### src/logic/unused_placeholder_none.sv
`timescale 1ns/1ns
`default_nettype none
`default_nettype wire

### src/common/pcio_pkg.sv
`default_nettype none
package pcio_pkg;
  localparam int ADDR_W = 29;
  localparam int DATA_W = 32;
  localparam int HALF_W = 16;
  localparam int NUM_AREAS = 5;
  localparam int LARGEST_AREA = 4;
  localparam int FIFO_DEPTH = 4;
  // Core clock 250 MHz; I/O reference 32 MHz nominal, cycle clock 16 MHz
  localparam int CLK_MHZ = 250;
  localparam int IO_REF_MHZ = 32;
  localparam int CYC_MHZ = 16;
  localparam int REF_DIV = 2;
  // Area select from address bits
  localparam int AREA_LSB = 24;
  localparam int AREA_W = 3;
  localparam int TYPE_LSB = 19;
  localparam int TYPE_W = 2;
  // Cycle lengths in 16 MHz ticks per cycle type
  localparam logic [3:0] LEN_T0 = 4'h3;
  localparam logic [3:0] LEN_T1 = 4'h4;
  localparam logic [3:0] LEN_T2 = 4'h6;
  localparam logic [3:0] LEN_T3 = 4'h8;
  localparam logic [1:0] TYPE_RESET = 2'h0;
  typedef enum logic [2:0] {
    ST_IDLE  = 3'b000,
    ST_LOW   = 3'b001,
    ST_WAIT  = 3'b011,
    ST_HIGH  = 3'b010,
    ST_DONE  = 3'b110
  } bus_state_t;
  typedef struct packed {
    logic                write;
    logic                wide;
    logic [ADDR_W-1:0]   addr;
    logic [DATA_W-1:0]   wdata;
  } req_t;
endpackage : pcio_pkg
`default_nettype wire

### src/common/req_if.sv
`timescale 1ns/1ns
`default_nettype none
interface req_if;
  logic               valid;
  logic               ready;
  pcio_pkg::req_t     data;
  modport src (output valid, output data, input ready);
  modport snk (input valid, input data, output ready);
endinterface : req_if
`default_nettype wire

### src/logic/pc_io_bus.sv
`timescale 1ns/1ns
`default_nettype none
module pc_io_bus (
  // Clock and reset
  input  wire logic                          clk,
  input  wire logic                          rst,
  input  wire logic                          io_reference_clock,
  // Processor request
  input  wire logic                          cpu_valid,
  output logic                               cpu_ready,
  input  wire logic                          cpu_write,
  input  wire logic [31:0]                   cpu_addr,
  input  wire logic [pcio_pkg::DATA_W-1:0]   cpu_wdata,
  input  wire logic                          cpu_wide,
  // Processor answer
  output logic                               rsp_valid,
  output logic [pcio_pkg::DATA_W-1:0]        rsp_rdata,
  // External bus
  output logic [pcio_pkg::ADDR_W-1:0]        exported_address_bus,
  output logic [pcio_pkg::NUM_AREAS-1:0]     cs_n,
  output logic                               io_read_strobe,
  output logic                               io_write_strobe,
  input  wire logic [pcio_pkg::HALF_W-1:0]   io_data_in,
  output logic [pcio_pkg::HALF_W-1:0]        io_data_out,
  output logic                               io_data_oe,
  input  wire logic                          ready_pin,
  // Extension latch control
  output logic                               ext_latch_rd,
  output logic                               ext_drive_wr,
  input  wire logic                          mux_latch_in,
  input  wire logic                          mux_half_in
);
  req_if q_in ();
  req_if q_out ();

  typedef struct packed {
    pcio_pkg::bus_state_t              state;
    logic [2:0]                        ref_s;
    logic [2:0]                        rdy_s;
    logic [2:0]                        lat_s;
    logic [2:0]                        hlf_s;
    logic                              ref_q;
    logic                              ref_l;
    logic                              rdy_q;
    logic                              lat_q;
    logic                              hlf_q;
    logic                              div;
    logic [3:0]                        len;
    logic [3:0]                        cnt;
    logic                              write;
    logic                              wide;
    logic [pcio_pkg::ADDR_W-1:0]       addr;
    logic [pcio_pkg::DATA_W-1:0]       wdata;
    logic [pcio_pkg::HALF_W-1:0]       rhi;
    logic [pcio_pkg::NUM_AREAS-1:0]    cs_n;
    logic                              rd_n;
    logic                              wr_n;
    logic [pcio_pkg::HALF_W-1:0]       dout;
    logic                              oe;
    logic                              ext_rd;
    logic                              ext_wr;
    logic                              rsp_v;
    logic [pcio_pkg::DATA_W-1:0]       rdata;
    logic                              phase2;
  } st_t;
  st_t st_r;
  st_t st_nxt;

  logic       tick;
  logic [2:0] area;
  logic [1:0] ctype;
  logic [3:0] clen;

  req_fifo #(
    .WIDTH ($bits(pcio_pkg::req_t)),
    .DEPTH (pcio_pkg::FIFO_DEPTH)
  ) u_fifo (
    .clk (clk),
    .rst (rst),
    .wr  (q_in),
    .rd  (q_out)
  );

  assign q_in.valid      = cpu_valid;
  assign q_in.data.write = cpu_write;
  assign q_in.data.wide  = cpu_wide;
  assign q_in.data.addr  = cpu_addr[pcio_pkg::ADDR_W-1:0];
  assign q_in.data.wdata = cpu_wdata;
  assign cpu_ready       = q_in.ready;
  assign q_out.ready     = (st_r.state == pcio_pkg::ST_IDLE);

  // Reference edge halved to the 16 MHz cycle tick
  assign tick = st_r.ref_q && st_r.div;

  // Area and cycle type decode
  assign area  = q_out.data.addr[pcio_pkg::AREA_LSB +: pcio_pkg::AREA_W];
  assign ctype = q_out.data.addr[pcio_pkg::TYPE_LSB +: pcio_pkg::TYPE_W];
  always_comb begin
    logic [1:0] t;
    t = ctype;
    if (area == 3'(pcio_pkg::LARGEST_AREA)) begin
      t = {1'b0, ctype[0]};
    end
    case (t)
      2'h0:    clen = pcio_pkg::LEN_T0;
      2'h1:    clen = pcio_pkg::LEN_T1;
      2'h2:    clen = pcio_pkg::LEN_T2;
      2'h3:    clen = pcio_pkg::LEN_T3;
      default: clen = pcio_pkg::LEN_T0;
    endcase
  end

  always_comb begin
    st_nxt = st_r;
    st_nxt.ref_s = {st_r.ref_s[1:0], io_reference_clock};
    st_nxt.rdy_s = {st_r.rdy_s[1:0], ready_pin};
    st_nxt.lat_s = {st_r.lat_s[1:0], mux_latch_in};
    st_nxt.hlf_s = {st_r.hlf_s[1:0], mux_half_in};
    st_nxt.ref_q = 1'b0;
    if (st_r.ref_s[2] == st_r.ref_s[1]) begin
      st_nxt.ref_l = st_r.ref_s[2];
      if (st_r.ref_s[2] && !st_r.ref_l) begin
        st_nxt.ref_q = 1'b1;
      end
    end
    if (st_r.rdy_s[2] == st_r.rdy_s[1]) begin
      st_nxt.rdy_q = st_r.rdy_s[2];
    end
    if (st_r.lat_s[2] == st_r.lat_s[1]) begin
      st_nxt.lat_q = st_r.lat_s[2];
    end
    if (st_r.hlf_s[2] == st_r.hlf_s[1]) begin
      st_nxt.hlf_q = st_r.hlf_s[2];
    end
    if (st_r.ref_q) begin
      st_nxt.div = ~st_r.div;
    end
    st_nxt.rsp_v = 1'b0;
    case (st_r.state)
      pcio_pkg::ST_IDLE: begin
        if (q_out.valid) begin
          st_nxt.write  = q_out.data.write;
          st_nxt.wide   = q_out.data.wide;
          st_nxt.addr   = q_out.data.addr;
          st_nxt.wdata  = q_out.data.wdata;
          st_nxt.len    = clen;
          st_nxt.cnt    = '0;
          st_nxt.phase2 = 1'b0;
          st_nxt.state  = pcio_pkg::ST_LOW;
        end
      end
      pcio_pkg::ST_LOW: begin
        if (tick) begin
          st_nxt.cs_n = '1;
          if (st_r.addr[pcio_pkg::AREA_LSB +: pcio_pkg::AREA_W]
              < 3'(pcio_pkg::NUM_AREAS)) begin
            st_nxt.cs_n[st_r.addr[pcio_pkg::AREA_LSB +: pcio_pkg::AREA_W]]
              = 1'b0;
          end
          st_nxt.rd_n = st_r.write;
          st_nxt.wr_n = ~st_r.write;
          st_nxt.oe   = st_r.write;
          st_nxt.dout = st_r.phase2
                        ? st_r.wdata[31:16] : st_r.wdata[15:0];
          st_nxt.ext_wr = st_r.write && st_r.wide && !st_r.hlf_q;
          st_nxt.cnt   = 4'h1;
          st_nxt.state = pcio_pkg::ST_WAIT;
        end
      end
      pcio_pkg::ST_WAIT: begin
        if (tick) begin
          if (st_r.cnt < st_r.len) begin
            st_nxt.cnt = st_r.cnt + 4'h1;
          end else if (st_r.rdy_q) begin
            st_nxt.state = pcio_pkg::ST_HIGH;
          end
        end
      end
      pcio_pkg::ST_HIGH: begin
        st_nxt.cs_n = '1;
        st_nxt.rd_n = 1'b1;
        st_nxt.wr_n = 1'b1;
        st_nxt.oe   = 1'b0;
        st_nxt.ext_wr = 1'b0;
        st_nxt.ext_rd = 1'b0;
        if (!st_r.write) begin
          if (st_r.phase2 || (st_r.wide && st_r.lat_q)) begin
            st_nxt.rhi = io_data_in;
          end
          if (!st_r.phase2) begin
            st_nxt.rdata[15:0] = io_data_in;
          end
          st_nxt.ext_rd = st_r.wide && !st_r.lat_q && !st_r.hlf_q
                          && !st_r.phase2;
        end
        st_nxt.state = pcio_pkg::ST_DONE;
      end
      pcio_pkg::ST_DONE: begin
        st_nxt.ext_rd = 1'b0;
        if (st_r.wide && st_r.hlf_q && !st_r.phase2) begin
          st_nxt.phase2 = 1'b1;
          st_nxt.state  = pcio_pkg::ST_LOW;
        end else begin
          // Upper half from bus on a wide access when latched or on the second phase, else zero
          st_nxt.rdata[31:16] = (st_r.wide && (st_r.lat_q || st_r.phase2))
                                ? st_r.rhi : 16'h0000;
          st_nxt.rsp_v = 1'b1;
          st_nxt.state = pcio_pkg::ST_IDLE;
        end
      end
      default: st_nxt.state = pcio_pkg::ST_IDLE;
    endcase
  end

  always_ff @(posedge clk) begin
    if (rst) begin
      st_r       <= '0;
      st_r.state <= pcio_pkg::ST_IDLE;
      st_r.cs_n  <= '1;
      st_r.rd_n  <= 1'b1;
      st_r.wr_n  <= 1'b1;
      st_r.rdy_q <= 1'b1;
      st_r.rdy_s <= 3'b111;
    end else begin
      st_r <= st_nxt;
    end
  end

  assign exported_address_bus = st_r.addr;
  assign cs_n                 = st_r.cs_n;
  assign io_read_strobe       = st_r.rd_n;
  assign io_write_strobe      = st_r.wr_n;
  assign io_data_out          = st_r.dout;
  assign io_data_oe           = st_r.oe;
  assign ext_latch_rd         = st_r.ext_rd;
  assign ext_drive_wr         = st_r.ext_wr;
  assign rsp_valid            = st_r.rsp_v;
  assign rsp_rdata            = st_r.rdata;

  a_strobe_excl: assert property (@(posedge clk) disable iff (rst)
    !(!st_r.rd_n && !st_r.wr_n))
    else $error("both strobes low");
  a_cs_onehot: assert property (@(posedge clk) disable iff (rst)
    $countones(~st_r.cs_n) <= 1)
    else $error("two selects");
  a_cs_strobe: assert property (@(posedge clk) disable iff (rst)
    (st_r.cs_n != '1) |-> (st_r.rd_n != st_r.wr_n))
    else $error("select without strobe");
  a_dir_match: assert property (@(posedge clk) disable iff (rst)
    (!st_r.wr_n) |-> st_r.write)
    else $error("write strobe on read");
  a_release_tog: assert property (@(posedge clk) disable iff (rst)
    $rose(&st_r.cs_n) |-> (st_r.rd_n && st_r.wr_n))
    else $error("strobe outlives select");
  a_wait_ready: assert property (@(posedge clk) disable iff (rst)
    (st_r.state == pcio_pkg::ST_WAIT && !st_r.rdy_q) |=>
    (st_r.state == pcio_pkg::ST_WAIT))
    else $error("ready ignored");
  a_len_min: assert property (@(posedge clk) disable iff (rst)
    (st_r.state == pcio_pkg::ST_WAIT && $past(st_r.state) ==
    pcio_pkg::ST_WAIT && st_nxt.state == pcio_pkg::ST_HIGH) |->
    (st_r.cnt == st_r.len))
    else $error("cycle too short");
  a_big_area: assert property (@(posedge clk) disable iff (rst)
    (st_r.state == pcio_pkg::ST_WAIT && st_r.addr[pcio_pkg::AREA_LSB +:
    pcio_pkg::AREA_W] == 3'(pcio_pkg::LARGEST_AREA)) |->
    (st_r.len <= pcio_pkg::LEN_T1))
    else $error("bad type in area");
  a_oe_write: assert property (@(posedge clk) disable iff (rst)
    st_r.oe |-> !st_r.wr_n)
    else $error("drive outside write");
  a_addr_hold: assert property (@(posedge clk) disable iff (rst)
    (!st_r.rd_n || !st_r.wr_n) |=> $stable(st_r.addr))
    else $error("address moved in cycle");
  a_ext_pulse: assert property (@(posedge clk) disable iff (rst)
    st_r.ext_rd |=> !st_r.ext_rd)
    else $error("latch pulse too long");
  a_phase_wide: assert property (@(posedge clk) disable iff (rst)
    st_r.phase2 |-> st_r.wide)
    else $error("second phase on narrow");
  a_cnt_bound: assert property (@(posedge clk) disable iff (rst)
    (st_r.state == pcio_pkg::ST_WAIT) |-> (st_r.cnt <= st_r.len))
    else $error("count past length");
  c_read: cover property (@(posedge clk) $fell(st_r.rd_n));
  c_write: cover property (@(posedge clk) $fell(st_r.wr_n));
  c_stall: cover property (@(posedge clk)
    st_r.state == pcio_pkg::ST_WAIT && !st_r.rdy_q);
  c_two_phase: cover property (@(posedge clk) $rose(st_r.phase2));
  c_long_cycle: cover property (@(posedge clk)
    st_r.state == pcio_pkg::ST_WAIT && st_r.len == pcio_pkg::LEN_T3);
endmodule : pc_io_bus
`default_nettype wire

### src/logic/req_fifo.sv
`timescale 1ns/1ns
`default_nettype none
module req_fifo #(
  parameter int WIDTH = $bits(pcio_pkg::req_t),
  parameter int DEPTH = pcio_pkg::FIFO_DEPTH
) (
  // Clock and reset
  input  wire logic clk,
  input  wire logic rst,
  // Fill side
  req_if.snk        wr,
  // Drain side
  req_if.src        rd
);
  localparam int PW = $clog2(DEPTH);
  typedef struct packed {
    logic [PW-1:0] wp;
    logic [PW-1:0] rp;
    logic [PW:0]   cnt;
  } fifo_st_t;
  fifo_st_t st_r;
  fifo_st_t st_nxt;
  logic [WIDTH-1:0] mem_r [DEPTH];
  logic push;
  logic pop;
  assign wr.ready = (st_r.cnt != (PW+1)'(DEPTH));
  assign rd.valid = (st_r.cnt != '0);
  assign rd.data  = mem_r[st_r.rp];
  assign push = wr.valid && wr.ready;
  assign pop  = rd.valid && rd.ready;
  always_comb begin
    st_nxt = st_r;
    if (push) begin
      st_nxt.wp = st_r.wp + 1'b1;
    end
    if (pop) begin
      st_nxt.rp = st_r.rp + 1'b1;
    end
    st_nxt.cnt = st_r.cnt + (PW+1)'(push) - (PW+1)'(pop);
  end
  always_ff @(posedge clk) begin
    if (rst) begin
      st_r <= '0;
    end else begin
      st_r <= st_nxt;
    end
    if (push) begin
      mem_r[st_r.wp] <= wr.data;
    end
  end
  a_fifo_bound: assert property (@(posedge clk) disable iff (rst)
    st_r.cnt <= (PW+1)'(DEPTH)) else $error("fifo count overflow");
endmodule : req_fifo
`default_nettype wire

### config.mk
export PLATFORM = sky130hd
export DESIGN_NAME = pc_io_bus
export DESIGN_NICKNAME = d
export VERILOG_FILES = /design/src/logic/unused_placeholder_none.sv /design/src/common/pcio_pkg.sv /design/src/common/req_if.sv /design/src/logic/pc_io_bus.sv /design/src/logic/req_fifo.sv
export SDC_FILE = /design/constraint.sdc
export NUM_CORES = 1
export LEC_CHECK = 0
export BUFFER_PORTS_ARGS = -buffer_cell sky130_fd_sc_hd__buf_2
export CELL_PAD_IN_SITES_DETAIL_PLACEMENT = 1
export CELL_PAD_IN_SITES_GLOBAL_PLACEMENT = 2
export CORE_MARGIN = 5
export CORE_UTILIZATION = 45
export CTS_CLUSTER_DIAMETER = 80
export DETAILED_ROUTE_END_ITERATION = 6
export PLACE_DENSITY_LB_ADDON = 0.1
export SLEW_MARGIN = 20
export SYNTH_ARGS = -nofsm -noshare
export SYNTH_HDL_FRONTEND = slang
export SYNTH_HIERARCHICAL = 1
export SYNTH_SLANG_ARGS = --single-unit
### constraint.sdc
create_clock -name clk -period 7.8 [get_ports clk]
set_input_delay 1.17 -clock clk [delete_from_list [all_inputs] [get_ports clk]]
set_output_delay 1.17 -clock clk [all_outputs]
set_load 0.01 [all_outputs]
==> results of run 1 <==
-- synth_stat cells, types with 2 or more instances --
master and n:
a211oi_1 17, a21boi_0 2, a21oi_1 94, a22o_1 16
a31oi_1 2, and2_1 7, and3b_1 2, buf_1 2
buf_12 6, buf_2 18, buf_4 87, buf_6 5
clkbuf_1 24, dfxtp_1 177, edfxtp_1 252, ha_1 13
inv_1 14, mux2i_1 34, mux4_1 3, mux4_2 60
nand2_1 178, nand2b_1 6, nand3_1 7, nand3b_1 2
nor2_1 54, nor2b_1 10, nor3_1 6, nor3_2 2
nor4_1 3, o21ai_0 9, o21ai_1 7, o31ai_2 2
or2_2 3, xnor2_1 2, xor2_1 2
-- worst max-delay path by stage --
stage / start / endpoint / slack, ns / cells past startpoint
after floorplan: cpu_valid / u_fifo/mem_r[0][0] / 4.42 / 2
after global placement: cpu_valid / u_fifo/st_r[2] / 4.71 / 11
after detailed placement: cpu_valid / u_fifo/st_r[2] / 4.67 / 11
after CTS: u_fifo/st_r[1] / cpu_ready / 5.18 / 3
after global routing: flip-flop / st_r[138] / 5.07 / 4
final: u_fifo/st_r[1] / cpu_ready / 5.24 / 3
-- cell families (layout without fill, tap and decap cells) --
| group | after synthesis | count (layout) |
|---|---|---|
| compound gates | 160 | 160 |
| xor+xnor | 4 | 4 |
| fa+ha+maj | 14 | 14 |
| buf+inv | 157 | 284 |
| flops | 429 | 429 |
| mux | 98 | 98 |
| other cells | 0 | 2 |
| simple gates | 295 | 295 |
-- routing by layer --
metal  track usage, %  up-vias
met1            22.41     4600
met5                0        -
met4            5.371       14
met3            4.158       67
li1                 -     4313
met2            29.38      168
-- cell type report --
| cell class | instances | area [µm²] | area share (%) |
|---|---|---|---|
| well taps | 468 | 585.6 | 3.129 |
| inverters | 14 | 52.55 | 0.2808 |
| clock buffers | 56 | 1260 | 6.734 |
| clock inverters | 31 | 431.7 | 2.307 |
| repair buffers | 183 | 940.9 | 5.028 |
| multi-input cells | 571 | 4318 | 23.08 |
| flip-flops and latches | 429 | 11120 | 59.42 |
| diodes | 2 | 5.005 | 0.02675 |
-- power by group --
part | leakage (nW) | internal, W | switching, W
Combinational | 2.08 | 0.000517 | 0.000684
Clock | 0.837 | 0.00149 | 0.000902
Sequential | 3.75 | 0.00270 | 0.000190
Total | 6.66 | 0.00471 | 0.00178
-- registers in the layout (all words and copies together), names as in the netlist, 5 cells and up, named ones only --
signal,flops
u_fifo/st_r,7
st_r,72
cs_n,5
u_fifo/mem_r,252
rsp_rdata,32
st_nxt,8
exported_address_bus,29
io_data_out,16
-- through the flow --
step	setup WS, ns	area [µm²]
6_report	5.235	18710
5_1_grt	5.072	18710
4_1_cts	5.178	18700
3_5_place_dp	4.672	17010
3_3_place_gp	4.706	17010
2_1_floorplan	4.419	16490
==> metrics.yaml, run 1 <==
run_status:
  outcome: "finished, final reports clean"
synth:
  netlist.area_leader.share_pct: 45.88
  ys_ff_latch: 429
  synth_compound_area_share_pct: 5.857
  synth_simple_gate_area_share_pct: 8.080
  yosys_most_used_dff: "edfxtp_1"
  synth_warnings: 6
  syn_nets: 1260
  postSynth.asyncResetShare_pct: 0
  ys_seq_area_share_pct: 67.37
  synthCells: 1157
  synthMuxAreaShare_pct: 10.80
  synth_area_um2: 16490
  synthXorXnorAreaFrac_pct: 0.2124
  synth_fa_ha_area_share_pct: 1.108
  avgSynthCellArea_um2: 14.25
  synth-edff-count: 252
  synth_area_leaders: "edfxtp_1 (46%), dfxtp_1 (21%), mux4_2 (8.2%), nand2_1 (4.1%), buf_4 (4.0%)"
  yosys.area.top_type: "edfxtp_1"
  synth_top_family_by_area: "multiplexers"
  ys_types: 64
global_route:
  antenna_found_initial: 10
  first_global_vias: 9689
  overflow: 0
  grt_usage_pct: 17.39
  grt_pass1_wl_um: 55780
  grt_max_degree: 81
place:
  port_buffers: 174
  place.gp.congestion: 0.7083
  placed_cells: 1665
  dp_hpwl_um: 20620
finish:
  nets: 1349
  most-common-layout-cells: "edfxtp_1 (252), nand2_1 (177), dfxtp_1 (175), buf_2 (173), a21oi_1 (94)"
  fin_util_pct: 51.36
  final_common_cell: "edfxtp_1"
  drive_above_1_share_pct: 27.18
  fin_cells: 1754
  area_growth_pct: 13.46
  fill_cells: 3612
clock_tree:
  h-tree-depth: 2
  cts_buffer_depth: 3
  cts_hold_buf: 0
  clk_pin_slew_ns: 0.06
  clkLatencyLatePin_ns: 0.58
  root_buffer: "clkbuf_16"
  cts_buffers: 47
  cts_setup_buffers: 0
  clock-sinks: 429
  post_cts_resized: 0
  cts_tree: "built"
die:
  die_area_um2: 40580
  num_io_pins: 178
  rows: 70
  core-area_um2: 36430
  fp.dieH_um: 201.4
  start_util_pct: 45.26
  die_x_um: 201.4
timing:
  slew_viol_final: 0
  period_needed_ns: 2.565
  tns_ns: 0
  worst_pin_slew_ns: 1.099
  setup_viol: 0
  fmax_ghz: 0.3899
  hold_ws_ns: 0.4246
  max_slew_margin_pct: 26.75
  hold_violations: 0
  grt_setup_unrepaired: "false"
  min_period_over_period_pct: 32.88
  final.setup_skew_ns: 0.02112
job:
  drv_cap: 0
detailed_routing:
  met3WireLength_um: 1767
  route.detailed.drc: 0
  first_pass_iters: 4
  ant_nets: 0
  routedWlPerCell_um: 20.30
  first_iter_violations: 355
  wl_met1_um: 15300
  routed_via_density: 5.223
  dr.max_layer_used: "met5"
  wl_um: 35600
  vias: 9162
  dr_wl_met2_um: 17720
setup_path:
  critPathTopFamily: "flip-flops"
  path_cells: "nor2_1 -> nand2_1 -> buf_2"
  required_ns: 6.63
  crit_buf_inv: 1
  crit_path_top_delay_cell: "dfxtp_1"
  crit_fanout: 7
  r2r_slack_ns: 5.30
  start_kind: "flip-flop"
  critPathKind: "flip-flop to output port"
  cp.arrival_ns: 1.39
  max_stage_delay_ns: 0.37
  r2r_end: "st_r[138]"
  crit_path_end_kind: "output port"
  r2r_cells: 4
power:
  powerDensity_nw_per_um2: 346.7
  power.total_w: 0.006488
  peakVddDrop_mv: 0.2481
  p_leak_nw: 6.664
min_path:
  whs_path_depth: 1
  min_to: "st_nxt[161]"
  worstHoldPathType: "flip-flop to flip-flop"
  hold_start: "st_nxt[160]"
Note: power is estimated with default switching activity, not from simulation.
==> inputs of run 2 (changes only) <==
Settings changed: CORE_UTILIZATION 45 to 41.
Clock period 7.8 ns to 2.62 ns, I/O delays scaled along.
==> run 2 against run 1 <==
Effect of this change: combinational power rose to 3.2 times the previous value; worst hold slack worse by 0.39 ns; sequential power grew to 2.9 times the previous value; largest cell class unchanged; clock power increased to 2.6 times the previous value; final cell count is 4.7% higher; routed wire length up 1.7%; highest routed layer unchanged; first-iteration DRC count shrank 5.9%.
==> metrics.yaml, run 2 (synthesized netlist as in run 1, its figures left out) <==
setup_path:
  critPathKind: "flip-flop to flip-flop"
  max_stage_delay_ns: 0.43
  crit_path_top_delay_cell: "nor3_2"
  required_ns: 3.11
  crit_path_end_kind: "flip-flop"
  start_kind: "flip-flop"
  cp.arrival_ns: 2.88
  crit_buf_inv: 2
  crit_fanout: 5
  critPathTopFamily: "simple AND/OR/NAND/NOR gates"
  path_cells: "nor3_2 -> o31a_1 -> ha_1 -> inv_1 -> ha_1 -> inv_1 -> fa_1 -> xor2_1 -> and2_1 -> nor3_1"
finish:
  final_common_cell: "edfxtp_1"
  diodes: 0
  top_register: "u_fifo/mem_r"
  largest_reg_flops: 252
  nets: 1376
  drive_above_1_share_pct: 27.69
  most-common-layout-cells: "edfxtp_1 (252), nand2_1 (177), dfxtp_1 (175), buf_2 (173), a21oi_1 (94)"
  area_growth_pct: 14.47
  fin_area_um2: 18880
timing:
  worst_pin_slew_ns: 0.6931
  final.setup_skew_ns: 0.01710
  period_needed_ns: 2.390
  tns_ns: 0
  max_slew_margin_pct: 53.64
  grt_setup_unrepaired: "false"
  slew_viol_final: 0
  fmax_ghz: 0.4185
  setup_viol: 0
  min_period_over_period_pct: 91.20
  hold_violations: 0
place:
  dp_hpwl_um: 23350
  place.gp.congestion: 0.7042
  post_dp_cell_area_um2: 17350
  port_buffers: 174
job:
  drv_cap: 0
clock_tree:
  cts_buffers: 46
  cts_hold_buf: 6
  cts_setup_buffers: 0
  clock-sinks: 429
  cts_tree: "built"
  post_cts_resized: 0
  clk_pin_slew_ns: 0.06
  h-tree-depth: 2
  clkLatencyLatePin_ns: 0.57
  cts_buffer_depth: 3
  root_buffer: "clkbuf_16"
die:
  die_x_um: 210.6
  fp.dieH_um: 210.6
  rows: 73
  num_io_pins: 178
  core-area_um2: 39730
  die_area_um2: 44340
  start_util_pct: 41.51
global_route:
  grt_usage_pct: 16.22
  antenna_found_initial: 7
  grt_max_degree: 49
  overflow: 0
  grt_pass1_wl_um: 56280
  first_global_vias: 9802
power:
  peakVddDrop_mv: 0.5488
  powerDensity_nw_per_um2: 985.3
  power.total_w: 0.01860
  p_leak_nw: 6.711
detailed_routing:
  first_iter_violations: 334
  routed_via_density: 5.013
  first_pass_iters: 4
  ant_nets: 0
  route.detailed.drc: 0
  vias: 9204
  routedWlPerCell_um: 19.72
  wl_um: 36200
run_status:
  outcome: "finished, final reports clean"
min_path:
  worstHoldPathType: "input port to flip-flop"
## run 2: power by group
group	internal [W]	total (W)	switching, W
sequential	0.00804	0.00851	0.000470
clock	0.00361	0.00621	0.00260
combinational	0.00171	0.00389	0.00217
total	0.0134	0.0186	0.00524
## run 2: area by class of cell
class,instances,area (µm²)
Inverter,14,52.55
Timing Repair Buffer,211,1266
Fill cell,3978,20850
Clock inverter,19,146.4
Sequential cell,429,11120
Multi-Input combinational cell,571,4318
Clock buffer,67,1320
Tap cell,525,656.9
## run 2: path summary, 6_finish.rpt
check	start	end	slack (ns)	cells past startpoint
worst min-delay path	io_reference_clock	st_nxt[163]	0.03	2
worst min register to register	st_nxt[160]	st_nxt[161]	0.42	1
worst max-delay path	st_r[167]	u_fifo/st_r[2]	0.23	10
worst max register to register	st_r[167]	u_fifo/st_r[2]	0.23	10
## run 2: routing by layer
layer / routed length, µm / share of wire, % / GRT usage [%] / vias to the layer above
li1: - / - / - / 4357
met1: 15440 / 43 / 20.21 / 4611
met2: 18180 / 50 / 28.48 / 156
met3: 1775 / 4.9 / 3.780 / 66
met4: 734 / 2.0 / 4.471 / 14
met5: 77 / 0.21 / 0 / -
## run 2: stage by stage
stage	hold slack, ns	cells	setup WS [ns]	utilization (%)
after floorplan	0.3895	1157	0.4891	-
after global placement	0.4047	1744	0.2600	43.66
after detailed placement	0.4083	1744	0.2644	43.66
after CTS	0.0004640	1836	0.2047	47.50
after global routing	0.01189	1836	0.1119	47.51
final	0.03287	1836	0.2305	47.51
==> inputs of run 3 (changes only) <==
Settings changed: CTS_CLUSTER_DIAMETER 80 to default, HOLD_SLACK_MARGIN from default to 0.12, SKIP_CTS_REPAIR_TIMING from default to 1.
==> run 3 against run 2 <==
Effect of this change: clock skew is essentially flat; register-to-register slack is essentially flat; global-route usage is essentially flat; routed wire length grew 1.3%; largest power group unchanged; largest cell class unchanged; worst setup slack gained 0.0075 ns; sequential cell count is the same; critical path type unchanged; count of clock-buffer cells in the layout is the same; maximum frequency grew 0.31%; critical endpoint unchanged.
==> metrics.yaml, run 3 (synthesized netlist as in run 1, its figures left out) <==
job:
  drv_cap: 0
power:
  p_leak_nw: 7.032
  peakVddDrop_mv: 0.5500
  powerDensity_nw_per_um2: 951.6
finish:
  fill_cells: 3953
  top_register: "u_fifo/mem_r"
  drive_above_1_share_pct: 26.15
  nets: 1453
  largest_reg_flops: 252
  area_growth_pct: 19.16
  multi_input_area_um2: 4318
  regArea_um2: 11120
  most-common-layout-cells: "edfxtp_1 (252), nand2_1 (177), dfxtp_1 (175), buf_2 (173), a21oi_1 (94)"
  final_common_cell: "edfxtp_1"
timing:
  slew_viol_final: 0
  final.setup_skew_ns: 0.01728
  max_slew_margin_pct: 53.23
  period_needed_ns: 2.382
  tns_ns: 0
  grt_setup_unrepaired: "false"
  setup_viol: 0
  worst_pin_slew_ns: 0.6993
  hold_violations: 0
  fmax_ghz: 0.4198
  hold_ws_ns: 0.2462
  min_period_over_period_pct: 90.92
die:
  rows: 73
  start_util_pct: 41.51
  die_area_um2: 44340
  fp.dieH_um: 210.6
  die_x_um: 210.6
  core-area_um2: 39730
  num_io_pins: 178
global_route:
  grt_max_degree: 49
  overflow: 0
  grt_pass1_wl_um: 56180
  antenna_found_initial: 3
  first_global_vias: 9769
  grt_usage_pct: 16.20
setup_path:
  required_ns: 3.11
  crit_path_top_delay_cell: "nor3_2"
  crit_path_end_kind: "flip-flop"
  critPathKind: "flip-flop to flip-flop"
  r2r_slack_ns: 0.24
  max_stage_delay_ns: 0.43
  path_cells: "nor3_2 -> o31a_1 -> ha_1 -> inv_1 -> ha_1 -> inv_1 -> fa_1 -> xor2_1 -> and2_1 -> nor3_1"
  crit_fanout: 5
  crit_buf_inv: 2
  start_kind: "flip-flop"
  cp.arrival_ns: 2.87
  critPathTopFamily: "simple AND/OR/NAND/NOR gates"
clock_tree:
  cts_buffer_depth: 3
  root_buffer: "clkbuf_16"
  cts_tree: "built"
  clock-sinks: 429
  clkLatencyLatePin_ns: 0.57
  clk_pin_slew_ns: 0.06
  cts_buffers: 46
  h-tree-depth: 2
detailed_routing:
  route.detailed.drc: 0
  first_iter_violations: 327
  routedWlPerCell_um: 19.16
  vias: 9451
  ant_nets: 0
  routed_via_density: 4.938
  first_pass_iters: 4
  wl_um: 36680
run_status:
  outcome: "finished, final reports clean"
place:
  place.gp.congestion: 0.7042
  dp_hpwl_um: 23350
  port_buffers: 174
min_path:
  worstHoldPathType: "input port to flip-flop"
run 3: changes by cell type in the layout (fill, tap and decap cells not counted):
| cell | change |
|---|---|
| diode_2 | +1 |
| dlygate4sd3_1 | +77 |
run 3: layout make-up:
type	count	area share, %
Clock buffer	67	6.717
Multi-Input combinational cell	571	21.97
Tap cell	525	3.343
Sequential cell	429	56.58
Inverter	14	0.2674
Antenna cell	1	0.01273
Clock inverter	19	0.7449
Timing Repair Buffer	288	10.37
run 3: worst paths after layout:
kind	start	end	cells after the start
setup reg to reg	st_r[167]	u_fifo/st_r[2]	10
setup / recovery	st_r[167]	u_fifo/st_r[2]	10
hold reg to reg	st_nxt[160]	st_nxt[161]	1
hold / removal	rst	st_nxt[164]	2
run 3: per-stage QoR:
step | instances | util (%) | power, W | setup WS [ns] | area [µm²]
6_report | 1914 | 49.46 | 0.01870 | 0.2380 | 19650
5_1_grt | 1914 | 49.46 | 0.01975 | 0.1120 | 19650
4_1_cts | 1830 | 47.35 | 0.01897 | 0.2047 | 18810
3_5_place_dp | 1744 | 43.66 | 0.01269 | 0.2644 | 17350
3_3_place_gp | 1744 | 43.66 | 0.01262 | 0.2600 | 17350
2_1_floorplan | 1157 | - | 0.01166 | 0.4891 | 16500
run 3: worst register-to-register path, stage by stage, from the launching register on:
cell and delay [ns]:
dfxtp_1 0.32, nor3_2 0.43, o31a_1 0.27, ha_1 0.24
inv_1 0.05, ha_1 0.13, inv_1 0.05, fa_1 0.36
xor2_1 0.16, and2_1 0.17, nor3_1 0.13
run 3: where the power goes:
part	switching [W]	leakage, nW	internal [W]
clock	0.00260	0.715	0.00361
sequential	0.000472	3.75	0.00804
combinational	0.00219	2.57	0.00179
run 3: layer usage:
metal,track usage [%],vias to the layer above,part of all wire [%]
li1,-,4514,-
met1,20.23,4711,43
met2,28.43,165,50
met3,3.736,57,4.5
met4,4.471,4,2.0
met5,0,-,0.057
